## src/shared/ocs_pkg.sv

```systemverilog
// package: register map, field positions, mode and selector codes for the compare channel
// Notes on behaviour
// - trigger clear mode: secondary match or software clears
// - mode 111: high on primary, low secondary
// - mode 110: high at zero, low primary
// - mode 101: start low, toggle alternating matches
// - mode 100: start low, one pulse only
// - mode 011: toggle on every primary match
// - mode 010: start high, low on primary
// - mode 001: start low, high on primary
// - mode 000 disables channel; three-bit field
// - compare values double-buffered only in pwm modes
// - selector 11111 syncs on own secondary match
// - 11110..11000: int pins, charge unit, adc, comparators
// - 10011..10000: input capture events four to one
// - 01111..01011 timers; timer two is reset default
// - 01010 selects trigger generator output
// - 00100..00001 select compare channels four to one
// - 00000: no source, channel free-runs
// - trigger-out pulse when channel switched off
`default_nettype none
package ocs_pkg;
	// ----------------------------------------
	// register byte addresses
	// ----------------------------------------
	localparam logic [11:0] OCS_ADDR_CTRL_ONE = 12'h000;
	localparam logic [11:0] OCS_ADDR_CTRL_TWO = 12'h004;
	localparam logic [11:0] OCS_ADDR_PRIMARY  = 12'h008;
	localparam logic [11:0] OCS_ADDR_SECOND   = 12'h00C;
	localparam logic [11:0] OCS_ADDR_COUNT    = 12'h010;
	// ----------------------------------------
	// field positions and reset values
	// ----------------------------------------
	localparam int          OCS_MODE_LSB      = 0;
	localparam int          OCS_TRIG_MODE_BIT = 3;
	localparam int          OCS_SYNC_LSB      = 0;
	localparam int          OCS_TRIG_STAT_BIT = 6;
	localparam int          OCS_TRIG_EN_BIT   = 7;
	localparam logic [4:0]  OCS_SYNC_RESET    = 5'h0C;
	localparam logic [15:0] OCS_VALUE_RESET   = 16'h0000;
	// ----------------------------------------
	// mode codes
	// ----------------------------------------
	localparam logic [2:0] OCS_MODE_OFF    = 3'h0;
	localparam logic [2:0] OCS_MODE_SS_HI  = 3'h1;
	localparam logic [2:0] OCS_MODE_SS_LO  = 3'h2;
	localparam logic [2:0] OCS_MODE_TOGGLE = 3'h3;
	localparam logic [2:0] OCS_MODE_DBL_SS = 3'h4;
	localparam logic [2:0] OCS_MODE_DBL_CP = 3'h5;
	localparam logic [2:0] OCS_MODE_EPWM   = 3'h6;
	localparam logic [2:0] OCS_MODE_CPWM   = 3'h7;
	// ----------------------------------------
	// source selector codes
	// ----------------------------------------
	localparam logic [4:0] OCS_SEL_NONE    = 5'h00;
	localparam logic [4:0] OCS_SEL_OC_LO   = 5'h01;
	localparam logic [4:0] OCS_SEL_OC_HI   = 5'h04;
	localparam logic [4:0] OCS_SEL_TRIGGEN = 5'h0A;
	localparam logic [4:0] OCS_SEL_TMR_LO  = 5'h0B;
	localparam logic [4:0] OCS_SEL_TMR_HI  = 5'h0F;
	localparam logic [4:0] OCS_SEL_IC_LO   = 5'h10;
	localparam logic [4:0] OCS_SEL_IC_HI   = 5'h13;
	localparam logic [4:0] OCS_SEL_CMP_LO  = 5'h18;
	localparam logic [4:0] OCS_SEL_CMP_HI  = 5'h1A;
	localparam logic [4:0] OCS_SEL_ADC     = 5'h1B;
	localparam logic [4:0] OCS_SEL_CHARGE  = 5'h1C;
	localparam logic [4:0] OCS_SEL_INT_ONE = 5'h1D;
	localparam logic [4:0] OCS_SEL_INT_TWO = 5'h1E;
	localparam logic [4:0] OCS_SEL_SELF    = 5'h1F;
	// ----------------------------------------
	// output state machine
	// ----------------------------------------
	typedef enum logic [2:0] {
		OCS_ST_IDLE   = 3'b001,
		OCS_ST_FIRST  = 3'b010,
		OCS_ST_SECOND = 3'b100
	} ocs_state_type;
endpackage
`default_nettype wire

```

## src/rtl/ocs_source_mux.sv

```systemverilog
// selector of the synchronization or trigger source event
`default_nettype none
module ocs_source_mux
	import ocs_pkg::*;
(
	input  wire logic [4:0] sel,
	input  wire logic       self_match,
	input  wire logic [3:0] oc_events,
	input  wire logic       trig_gen_event,
	input  wire logic [4:0] timer_events,
	input  wire logic [3:0] capture_events,
	input  wire logic [2:0] comparator_events,
	input  wire logic       adc_event,
	input  wire logic       charge_event,
	input  wire logic       int_pin_one,
	input  wire logic       int_pin_two,
	output logic            source_valid,
	output logic            source_event
);
	always_comb begin
		source_valid = 1'b1;
		source_event = 1'b0;
		if (sel == OCS_SEL_SELF) begin
			source_event = self_match;
		end else if (sel == OCS_SEL_INT_TWO) begin
			source_event = int_pin_two;
		end else if (sel == OCS_SEL_INT_ONE) begin
			source_event = int_pin_one;
		end else if (sel == OCS_SEL_CHARGE) begin
			source_event = charge_event;
		end else if (sel == OCS_SEL_ADC) begin
			source_event = adc_event;
		end else if (sel >= OCS_SEL_CMP_LO && sel <= OCS_SEL_CMP_HI) begin
			source_event = comparator_events[2'(sel - OCS_SEL_CMP_LO)];
		end else if (sel >= OCS_SEL_IC_LO && sel <= OCS_SEL_IC_HI) begin
			source_event = capture_events[2'(sel - OCS_SEL_IC_LO)];
		end else if (sel >= OCS_SEL_TMR_LO && sel <= OCS_SEL_TMR_HI) begin
			source_event = timer_events[3'(sel - OCS_SEL_TMR_LO)];
		end else if (sel == OCS_SEL_TRIGGEN) begin
			source_event = trig_gen_event;
		end else if (sel >= OCS_SEL_OC_LO && sel <= OCS_SEL_OC_HI) begin
			source_event = oc_events[2'(sel - OCS_SEL_OC_LO)];
		end else begin
			// none and reserved codes: free-run
			source_valid = 1'b0;
		end
	end
endmodule // ocs_source_mux
`default_nettype wire

```

## src/rtl/ocs_compare_channel.sv

```systemverilog
// output compare channel with apb registers, timebase, modes and source selection
//
// Added by the designer: the register addresses and the APB slave port.
`default_nettype none
module ocs_compare_channel
	import ocs_pkg::*;
#(
	parameter int COUNT_WIDTH = 16
) (
	input  wire logic        pclk,
	input  wire logic        presetn,
	input  wire logic        psel,
	input  wire logic        penable,
	input  wire logic        pwrite,
	input  wire logic [11:0] paddr,
	input  wire logic [31:0] pwdata,
	output logic      [31:0] prdata,
	output logic             pready,
	output logic             pslverr,
	input  wire logic        timer_clock_tick,
	input  wire logic [3:0]  oc_events,
	input  wire logic        trig_gen_event,
	input  wire logic [4:0]  timer_events,
	input  wire logic [3:0]  capture_events,
	input  wire logic [2:0]  comparator_events,
	input  wire logic        adc_event,
	input  wire logic        charge_event,
	input  wire logic        int_pin_one,
	input  wire logic        int_pin_two,
	output logic             compare_output,
	output logic             trigger_out
);
	// wider counts would not fit the 16-bit value fields on the bus
	if (COUNT_WIDTH < 2 || COUNT_WIDTH > 16) begin : g_width_check
		$error("COUNT_WIDTH must be 2 to 16");
	end

	// ----------------------------------------
	// registers
	// ----------------------------------------
	logic [3:0]             ctrl_one_reg;
	logic [4:0]             sync_sel_reg;
	logic                   trig_en_reg;
	logic                   trigger_status_reg;
	logic [COUNT_WIDTH-1:0] primary_buf_reg;
	logic [COUNT_WIDTH-1:0] second_buf_reg;
	logic [COUNT_WIDTH-1:0] primary_act_reg;
	logic [COUNT_WIDTH-1:0] second_act_reg;
	logic [COUNT_WIDTH-1:0] count_reg;
	logic [COUNT_WIDTH-1:0] count_next;
	ocs_state_type          state_reg;
	logic                   out_reg;
	logic                   trig_out_reg;

	logic [2:0]             mode;
	logic                   trig_mode;
	logic                   is_pwm;
	logic                   wr;
	logic                   primary_match;
	logic                   second_match;
	logic                   zero_match;
	logic                   source_valid;
	logic                   source_event;
	logic                   sw_clear;
	logic                   hw_clear;
	logic                   period_end;

	assign mode      = ctrl_one_reg[OCS_MODE_LSB +: 3];
	assign trig_mode = ctrl_one_reg[OCS_TRIG_MODE_BIT];
	assign is_pwm    = (mode == OCS_MODE_EPWM) || (mode == OCS_MODE_CPWM);

	// ----------------------------------------
	// apb slave: zero wait states
	// ----------------------------------------
	assign pready    = 1'b1;
	assign wr        = psel && penable && pwrite;
	assign pslverr   = psel && penable && !(paddr == OCS_ADDR_CTRL_ONE ||
		paddr == OCS_ADDR_CTRL_TWO || paddr == OCS_ADDR_PRIMARY ||
		paddr == OCS_ADDR_SECOND || paddr == OCS_ADDR_COUNT);

	always_ff @(posedge pclk or negedge presetn) begin
		if (!presetn) begin
			prdata <= 32'h0000_0000;
		end else if (psel && !penable && !pwrite) begin
			case (paddr)
				OCS_ADDR_CTRL_ONE: prdata <= {28'h000_0000, ctrl_one_reg};
				OCS_ADDR_CTRL_TWO: prdata <= {24'h00_0000, trig_en_reg,
					trigger_status_reg, 1'b0, sync_sel_reg};
				OCS_ADDR_PRIMARY: prdata <= 32'(primary_buf_reg);
				OCS_ADDR_SECOND:  prdata <= 32'(second_buf_reg);
				OCS_ADDR_COUNT:   prdata <= 32'(count_reg);
				default:          prdata <= 32'h0000_0000;
			endcase
		end
	end

	always_ff @(posedge pclk or negedge presetn) begin
		if (!presetn) begin
			ctrl_one_reg <= 4'h0;
			sync_sel_reg <= OCS_SYNC_RESET;
			trig_en_reg  <= 1'b0;
		end else if (wr && paddr == OCS_ADDR_CTRL_ONE) begin
			ctrl_one_reg <= pwdata[3:0];
		end else if (wr && paddr == OCS_ADDR_CTRL_TWO) begin
			sync_sel_reg <= pwdata[OCS_SYNC_LSB +: 5];
			trig_en_reg  <= pwdata[OCS_TRIG_EN_BIT];
		end
	end

	// ----------------------------------------
	// compare values: buffered only in pwm
	// ----------------------------------------
	always_ff @(posedge pclk or negedge presetn) begin
		if (!presetn) begin
			primary_buf_reg <= COUNT_WIDTH'(OCS_VALUE_RESET);
			second_buf_reg  <= COUNT_WIDTH'(OCS_VALUE_RESET);
		end else if (wr && paddr == OCS_ADDR_PRIMARY) begin
			primary_buf_reg <= pwdata[COUNT_WIDTH-1:0];
		end else if (wr && paddr == OCS_ADDR_SECOND) begin
			second_buf_reg <= pwdata[COUNT_WIDTH-1:0];
		end
	end

	// active copy loads at period end in pwm, follows the buffer otherwise
	assign period_end = timer_clock_tick && (count_next == '0);
	always_ff @(posedge pclk or negedge presetn) begin
		if (!presetn) begin
			primary_act_reg <= COUNT_WIDTH'(OCS_VALUE_RESET);
			second_act_reg  <= COUNT_WIDTH'(OCS_VALUE_RESET);
		end else if (!is_pwm || period_end) begin
			primary_act_reg <= primary_buf_reg;
			second_act_reg  <= second_buf_reg;
		end
	end

	// ----------------------------------------
	// timebase count
	// ----------------------------------------
	assign primary_match = timer_clock_tick && (count_reg == primary_act_reg);
	assign second_match  = timer_clock_tick && (count_reg == second_act_reg);
	assign zero_match    = timer_clock_tick && (count_reg == '0);

	ocs_source_mux ocs_source_mux_inst (
		.sel               (sync_sel_reg),
		.self_match        (second_match),
		.oc_events         (oc_events),
		.trig_gen_event    (trig_gen_event),
		.timer_events      (timer_events),
		.capture_events    (capture_events),
		.comparator_events (comparator_events),
		.adc_event         (adc_event),
		.charge_event      (charge_event),
		.int_pin_one       (int_pin_one),
		.int_pin_two       (int_pin_two),
		.source_valid      (source_valid),
		.source_event      (source_event)
	);

	// sync clear wins over counting so the period restarts at zero
	always_comb begin
		count_next = count_reg;
		if (mode == OCS_MODE_OFF) begin
			count_next = '0;
		end else if (source_valid && source_event) begin
			count_next = '0;
		end else if (timer_clock_tick) begin
			count_next = count_reg + 1'b1;
		end
	end

	always_ff @(posedge pclk or negedge presetn) begin
		if (!presetn) begin
			count_reg <= '0;
		end else begin
			count_reg <= count_next;
		end
	end

	// ----------------------------------------
	// trigger status
	// ----------------------------------------
	assign sw_clear = wr && paddr == OCS_ADDR_CTRL_TWO && !pwdata[OCS_TRIG_STAT_BIT];
	assign hw_clear = trig_mode && second_match;

	// a source event on the clearing cycle still sets the flag
	always_ff @(posedge pclk or negedge presetn) begin
		if (!presetn) begin
			trigger_status_reg <= 1'b0;
		end else if (trig_en_reg && source_valid && source_event) begin
			trigger_status_reg <= 1'b1;
		end else if (sw_clear || hw_clear) begin
			trigger_status_reg <= 1'b0;
		end
	end

	// ----------------------------------------
	// output modes
	// ----------------------------------------
	logic [2:0] mode_prev_reg;
	logic       mode_changed;
	assign mode_changed = mode != mode_prev_reg;

	always_ff @(posedge pclk or negedge presetn) begin
		if (!presetn) begin
			mode_prev_reg <= OCS_MODE_OFF;
		end else begin
			mode_prev_reg <= mode;
		end
	end

	always_ff @(posedge pclk or negedge presetn) begin
		if (!presetn) begin
			out_reg   <= 1'b0;
			state_reg <= OCS_ST_IDLE;
		end else if (mode_changed) begin
			out_reg   <= (mode == OCS_MODE_SS_LO);
			state_reg <= OCS_ST_FIRST;
		end else begin
			case (mode)
				OCS_MODE_OFF: begin
					out_reg   <= 1'b0;
					state_reg <= OCS_ST_IDLE;
				end
				OCS_MODE_SS_HI: if (primary_match) begin
					out_reg <= 1'b1;
				end
				OCS_MODE_SS_LO: if (primary_match) begin
					out_reg <= 1'b0;
				end
				OCS_MODE_TOGGLE: if (primary_match) begin
					out_reg <= !out_reg;
				end
				OCS_MODE_DBL_SS, OCS_MODE_DBL_CP: begin
					case (state_reg)
						OCS_ST_FIRST: if (primary_match) begin
							out_reg   <= 1'b1;
							state_reg <= OCS_ST_SECOND;
						end
						OCS_ST_SECOND: if (second_match) begin
							out_reg   <= 1'b0;
							state_reg <= (mode == OCS_MODE_DBL_CP) ? OCS_ST_FIRST
								: OCS_ST_IDLE;
						end
						default: state_reg <= state_reg;
					endcase
				end
				OCS_MODE_EPWM: begin
					if (primary_match) begin
						out_reg <= 1'b0;
					end else if (zero_match) begin
						out_reg <= 1'b1;
					end
				end
				OCS_MODE_CPWM: begin
					if (second_match) begin
						out_reg <= 1'b0;
					end else if (primary_match) begin
						out_reg <= 1'b1;
					end
				end
				default: out_reg <= out_reg;
			endcase
		end
	end

	assign compare_output = out_reg;

	// ----------------------------------------
	// trigger out: primary matches plus switch-off
	// ----------------------------------------
	always_ff @(posedge pclk or negedge presetn) begin
		if (!presetn) begin
			trig_out_reg <= 1'b0;
		end else begin
			trig_out_reg <= (mode_changed && mode == OCS_MODE_OFF) ||
				(mode != OCS_MODE_OFF && primary_match);
		end
	end

	assign trigger_out = trig_out_reg;

	// ----------------------------------------
	// assertions
	// ----------------------------------------
	property p_off_low;
		@(posedge pclk) disable iff (!presetn)
		(mode == OCS_MODE_OFF && !mode_changed) |=> !compare_output;
	endproperty
	a_off_low: assert property (p_off_low) else $error("output high while off");

	property p_epwm_fall;
		@(posedge pclk) disable iff (!presetn)
		(mode == OCS_MODE_EPWM && !mode_changed && primary_match) |=> !compare_output;
	endproperty
	a_epwm_fall: assert property (p_epwm_fall) else $error("pwm edge missed");

	property p_cpwm_rise;
		@(posedge pclk) disable iff (!presetn)
		(mode == OCS_MODE_CPWM && !mode_changed && primary_match && !second_match)
			|=> compare_output;
	endproperty
	a_cpwm_rise: assert property (p_cpwm_rise) else $error("centre rise missed");

	property p_toggle;
		@(posedge pclk) disable iff (!presetn)
		(mode == OCS_MODE_TOGGLE && !mode_changed && primary_match)
			|=> compare_output != $past(compare_output);
	endproperty
	a_toggle: assert property (p_toggle) else $error("toggle missed");

	property p_ss_hi;
		@(posedge pclk) disable iff (!presetn)
		(mode == OCS_MODE_SS_HI && !mode_changed && primary_match) |=> compare_output;
	endproperty
	a_ss_hi: assert property (p_ss_hi) else $error("single shot high missed");

	property p_ss_lo_start;
		@(posedge pclk) disable iff (!presetn)
		(mode_changed && mode == OCS_MODE_SS_LO) |=> compare_output;
	endproperty
	a_ss_lo_start: assert property (p_ss_lo_start) else $error("start not high");

	property p_hw_clear;
		@(posedge pclk) disable iff (!presetn)
		(trig_mode && second_match && !(trig_en_reg && source_valid && source_event))
			|=> !trigger_status_reg;
	endproperty
	a_hw_clear: assert property (p_hw_clear) else $error("status not cleared");

	property p_off_pulse;
		@(posedge pclk) disable iff (!presetn)
		(mode_changed && mode == OCS_MODE_OFF) |=> trigger_out ##1 !trigger_out;
	endproperty
	a_off_pulse: assert property (p_off_pulse) else $error("no switch-off pulse");

	property p_direct_load;
		@(posedge pclk) disable iff (!presetn)
		(!is_pwm && wr && paddr == OCS_ADDR_PRIMARY) |=> ##1
			(primary_act_reg == $past(pwdata[COUNT_WIDTH-1:0], 2));
	endproperty
	a_direct_load: assert property (p_direct_load) else $error("direct load late");

	property p_sync_clear;
		@(posedge pclk) disable iff (!presetn)
		(mode != OCS_MODE_OFF && source_valid && source_event) |=> count_reg == '0;
	endproperty
	a_sync_clear: assert property (p_sync_clear) else $error("sync did not clear");
endmodule // ocs_compare_channel
`default_nettype wire

```

## config.mk

```make
export PLATFORM = sky130hd
export DESIGN_NAME = ocs_compare_channel
export DESIGN_NICKNAME = d
export VERILOG_FILES = /design/src/shared/ocs_pkg.sv /design/src/rtl/ocs_source_mux.sv /design/src/rtl/ocs_compare_channel.sv
export SDC_FILE = /design/constraint.sdc
export NUM_CORES = 1
export LEC_CHECK = 0
export ABC_AREA = 1
export BUFFER_PORTS_ARGS = -buffer_cell sky130_fd_sc_hd__clkbuf_2
export CORE_MARGIN = 2
export CORE_UTILIZATION = 47
export CTS_CLUSTER_SIZE = 40
export DETAILED_ROUTE_END_ITERATION = 16
export PLACE_DENSITY = 0.71
export SLEW_MARGIN = 15
export SYNTH_ARGS = -nofsm -noshare
export SYNTH_HDL_FRONTEND = slang
export SYNTH_SLANG_ARGS = --single-unit
```

## constraint.sdc

```tcl
create_clock -name pclk -period 2.5 [get_ports pclk]
set_clock_uncertainty 0.05 [all_clocks]
set_input_delay 0.25 -clock pclk [delete_from_list [all_inputs] [get_ports pclk]]
set_output_delay 0.25 -clock pclk [all_outputs]
set_load 0.01 [all_outputs]
```

==> results.sh <==
export IMPL_status="finished, violations left"
export IMPL_violations="negative setup slack"
export IMPL_synth_async_reset_ratio_pct=100.0
export IMPL_worst_ep_required_time_ns=2.80
export IMPL_hpwlAfterDp_um=12810
export IMPL_synth_edf_count=0
export IMPL_crit_path_max_incr_delay_ns=0.57
export IMPL_synthDominantCellAreaShare_pct=43.87
export IMPL_dpl_cell_area_sq_um=7465
export IMPL_root_buffer="clkbuf_16"
export IMPL_cp_data_arrival_time_ns=3.08
export IMPL_critPathKind="flip-flop to flip-flop"
export IMPL_slew_violations=0
export IMPL_cellPowerDensity_nw_per_um2=538.3
export IMPL_cts_buffers=17
export IMPL_synth_avg_cell_area_sq_um=7.578
export IMPL_tightestPinTransition_ns=0.7289
export IMPL_post_drt_via_cell_ratio=5.324
export IMPL_final_hold_violation_count=0
export IMPL_achievable_frequency_ghz=0.3600
export IMPL_initial_utilization_pct=48.24
export IMPL_yosys_register_bits=115
export IMPL_num_fill_cells=1095
export IMPL_p_leak_uw=0.004186
export IMPL_timing_critical_path_mode_cell="nand2_1"
export IMPL_ios=107
export IMPL_wire_per_inst_um=15.24
export IMPL_buffers_added_on_ports=73
export IMPL_grt_setup_unrepaired="true"
export IMPL_power_switching_share_pct=21.28
export IMPL_hold_path_class="input pin to flip-flop"
export IMPL_cp_start_kind="flip-flop"
export IMPL_seq_area_frac_synth_pct=45.10
export IMPL_yosys_warnings=0
export IMPL_post_route_drc_count=0
export IMPL_grt_pass1_wl_um=29210
export IMPL_vdd_ir_drop_worst_uv=463.6
export IMPL_netlist_top_cells_area="dfrtp_1 44%, nand2_1 13%, o21ai_0 6.6%"
export IMPL_vias_in_the_first_global_route=5976
export IMPL_critPathCaptureType="flip-flop"
export IMPL_synth_flop_cell="dfrtp_1"
export IMPL_post_route_cell_area_sq_um=8558
export IMPL_die_area_sq_um=14540
export IMPL_die_height_um=120.6
export IMPL_antenna_cells_inserted=0
export IMPL_dr_pass1_iters=6
export IMPL_clk_pin_slew_worst_paths_ns=0.05
export IMPL_grt_overflow_total=0
export IMPL_drive_above_1_share_pct=28.29
export IMPL_cp_slowest_cell="dfstp_2"
export IMPL_post_route_wl_um=18090
export IMPL_synth_top_cell_by_area="dfrtp_1"
export IMPL_antenna_violations_before_repair=0
export IMPL_worst_slew_margin_rel_pct=51.36
export IMPL_h_tree_lvls=4
export IMPL_design_final_nets=1075
export IMPL_area_grow_syn2layout_pct=33.96
export IMPL_post_synth_inst_count=843
export IMPL_placement_rows=42
export IMPL_vias=6320
export IMPL_grt_start_max_net_pins=53
export IMPL_ff_latch_area_sq_um=2884
export IMPL_number_of_nets_still_failing_antenna_checks_after_routing=0
export IMPL_cts_buffer_depth=2
export IMPL_worstPathMaxFanout=7
export IMPL_power_share_sequential_pct=40.5
export IMPL_min_period_over_period_pct=111.1
export IMPL_cell_internal_pwr_uw=3627
export IMPL_total_power_uw=4607
export IMPL_synthesis_area_sq_um=6389
export IMPL_grt_use_total_pct=25.61
export IMPL_power_frac_comb_pct=4.0
export IMPL_worstPathCellList="inv_1 > nor2_1 > nand2_1 > nor2_2 > nor2_1 > nand2_1 > nand2_1 > nand2_1 > nand2_1 > nand2_1 > nand2_1 > nand2_1 > nand2_2 > nand2_4 > nand2_4 > nand2_2 > nand2_1 > nor2_2 > nand3_4 > nand2_8 > clkbuf_16 > nand2_1 > nand2_1"
export IMPL_fp_dieW_um=120.6
export IMPL_clk_insertion_delay_late_ns=0.41
export IMPL_ys_types=49
export IMPL_multi_input_comb_area_sq_um=3189
export IMPL_timing_final_setup_violations=38
export IMPL_clock_tree_from_tritoncts="built"
export IMPL_drv_cap=0
export IMPL_clock_power_share_pct=55.5
export IMPL_placeableCoreArea_sq_um=13240
export IMPL_power_net_switching_uw=980.2
export IMPL_rrSetupSlack_ns=-0.28
export IMPL_dr_first_iter_drc_count=524
export IMPL_setup_slack_ns=-0.2780
export IMPL_routabilityCongestion=0.9722
export IMPL_final_period_minus_worst_setup_slack_ns=2.778
export IMPL_cts_sink_count=115
worst paths after layout:
kind	start	cells past startpoint	to
max in group asynchronous	presetn	3	primary_act_reg[11]
worst min register to register	prdata[5]	2	prdata[5]
worst max register to register	sync_sel_reg[3]	23	primary_act_reg[6]
worst max-delay path	sync_sel_reg[3]	23	primary_act_reg[6]
min in group asynchronous	presetn	2	count_reg[0]
worst min-delay path	pwdata[10]	3	primary_buf_reg[10]
cells in the mapped netlist (3+ instances only):
master	number
nor3_2	5
buf_2	3
o22ai_1	18
nor3_1	27
o2111ai_1	3
nand3_1	50
nand4_1	13
inv_1	93
a211oi_1	6
ha_1	6
o21ai_1	8
a21oi_1	17
nand2_1	227
o21ai_0	84
buf_4	19
inv_2	8
buf_1	3
nor2_1	55
nor4_1	8
dfstp_2	3
clkbuf_1	20
buf_6	4
dfrtp_1	112
xnor2_1	6
xor2_1	15
metal layers:
layer  wire, um  track usage [%]
met5          0                0
met4        525            10.54
met3       1073            5.189
met2       8560            39.58
met1       7930            35.29
worst max-delay path, delay by kind of cell (launching register included):
family	cells	cell delay, ns
simple gates	21	1.89
buf+inv	2	0.22
flops	1	0.57
layout make-up:
type | count | area share [%]
well taps | 176 | 2.573
clock buffers | 20 | 5.219
inverters | 103 | 4.678
clock inverters | 12 | 2.091
flip-flops and latches | 115 | 33.70
repair buffers | 170 | 14.47
multi-input cells | 591 | 37.27
power by group through the flow:
stage / clock, uW / sequential (uW) / combinational [uW]
2_1_floorplan: 0 / 1900 / 85.7
3_3_place_gp: 0 / 1900 / 172
3_5_place_dp: 0 / 1900 / 173
4_1_cts: 2580 / 1870 / 179
5_1_grt: 2680 / 1870 / 210
6_report: 2560 / 1870 / 184
cell usage in the layout (no fill, tap or decap), drive strengths merged, types with 2 or more instances in the layout:
master and instances:
and3 2, xnor2 6, conb 17, inv 101
o2111ai 3, o21ai 92, dfrtp 112, clkinv 6
nand3 51, nand2 230, ha 6, a211oi 6
a22oi 2, xor2 15, a21oi 17, nand4 13
bufinv 4, buf 95, o31ai 2, clkbuf 94
a21boi 2, dfstp 3, nor3 32, o22ai 18
nor2 57, clkinvlp 4, a32o 2, nor4 9
repair_timing:
item,4_1_cts,5_1_grt
gates resized for setup,26,68
hold buffers,1,0
buffers inserted,5,2
pin swaps,2,25
endpoints found under the setup margin,35,39
endpoints found under the hold margin,39,0
gates cloned,1,2
stage by stage:
stage                     instances  setup TNS [ns]  utilization, %  hold slack [ns]  worst slack [ns]
after detailed placement       1144          -10.46           56.37           0.2410           -0.3415
after global routing           1187          -15.67           64.63          0.05535           -0.4598
final                          1187          -8.581           64.63          0.04376           -0.2780
after CTS                      1183          -3.598           62.16          0.03728           -0.1323
after floorplan                 858               0               -         -0.09559          0.006179
after global placement         1144          -9.434           56.37           0.2410           -0.2993
cell families (layout without fill, tap and decap cells):
family                   after synthesis  after routing  synth area share [%]
buffers and inverters                153            305                 10.65
other                                  2             17                0.1176
XOR/XNOR                              21             21                 2.879
AO/OA/AOI/OAI                        151            151                 13.32
flip-flops                           115            115                 45.10
AND/OR/NAND/NOR                      395            396                 26.75
adder cells (fa/ha/maj)                6              6                 1.175
Note: power is estimated with default switching activity, not from simulation.
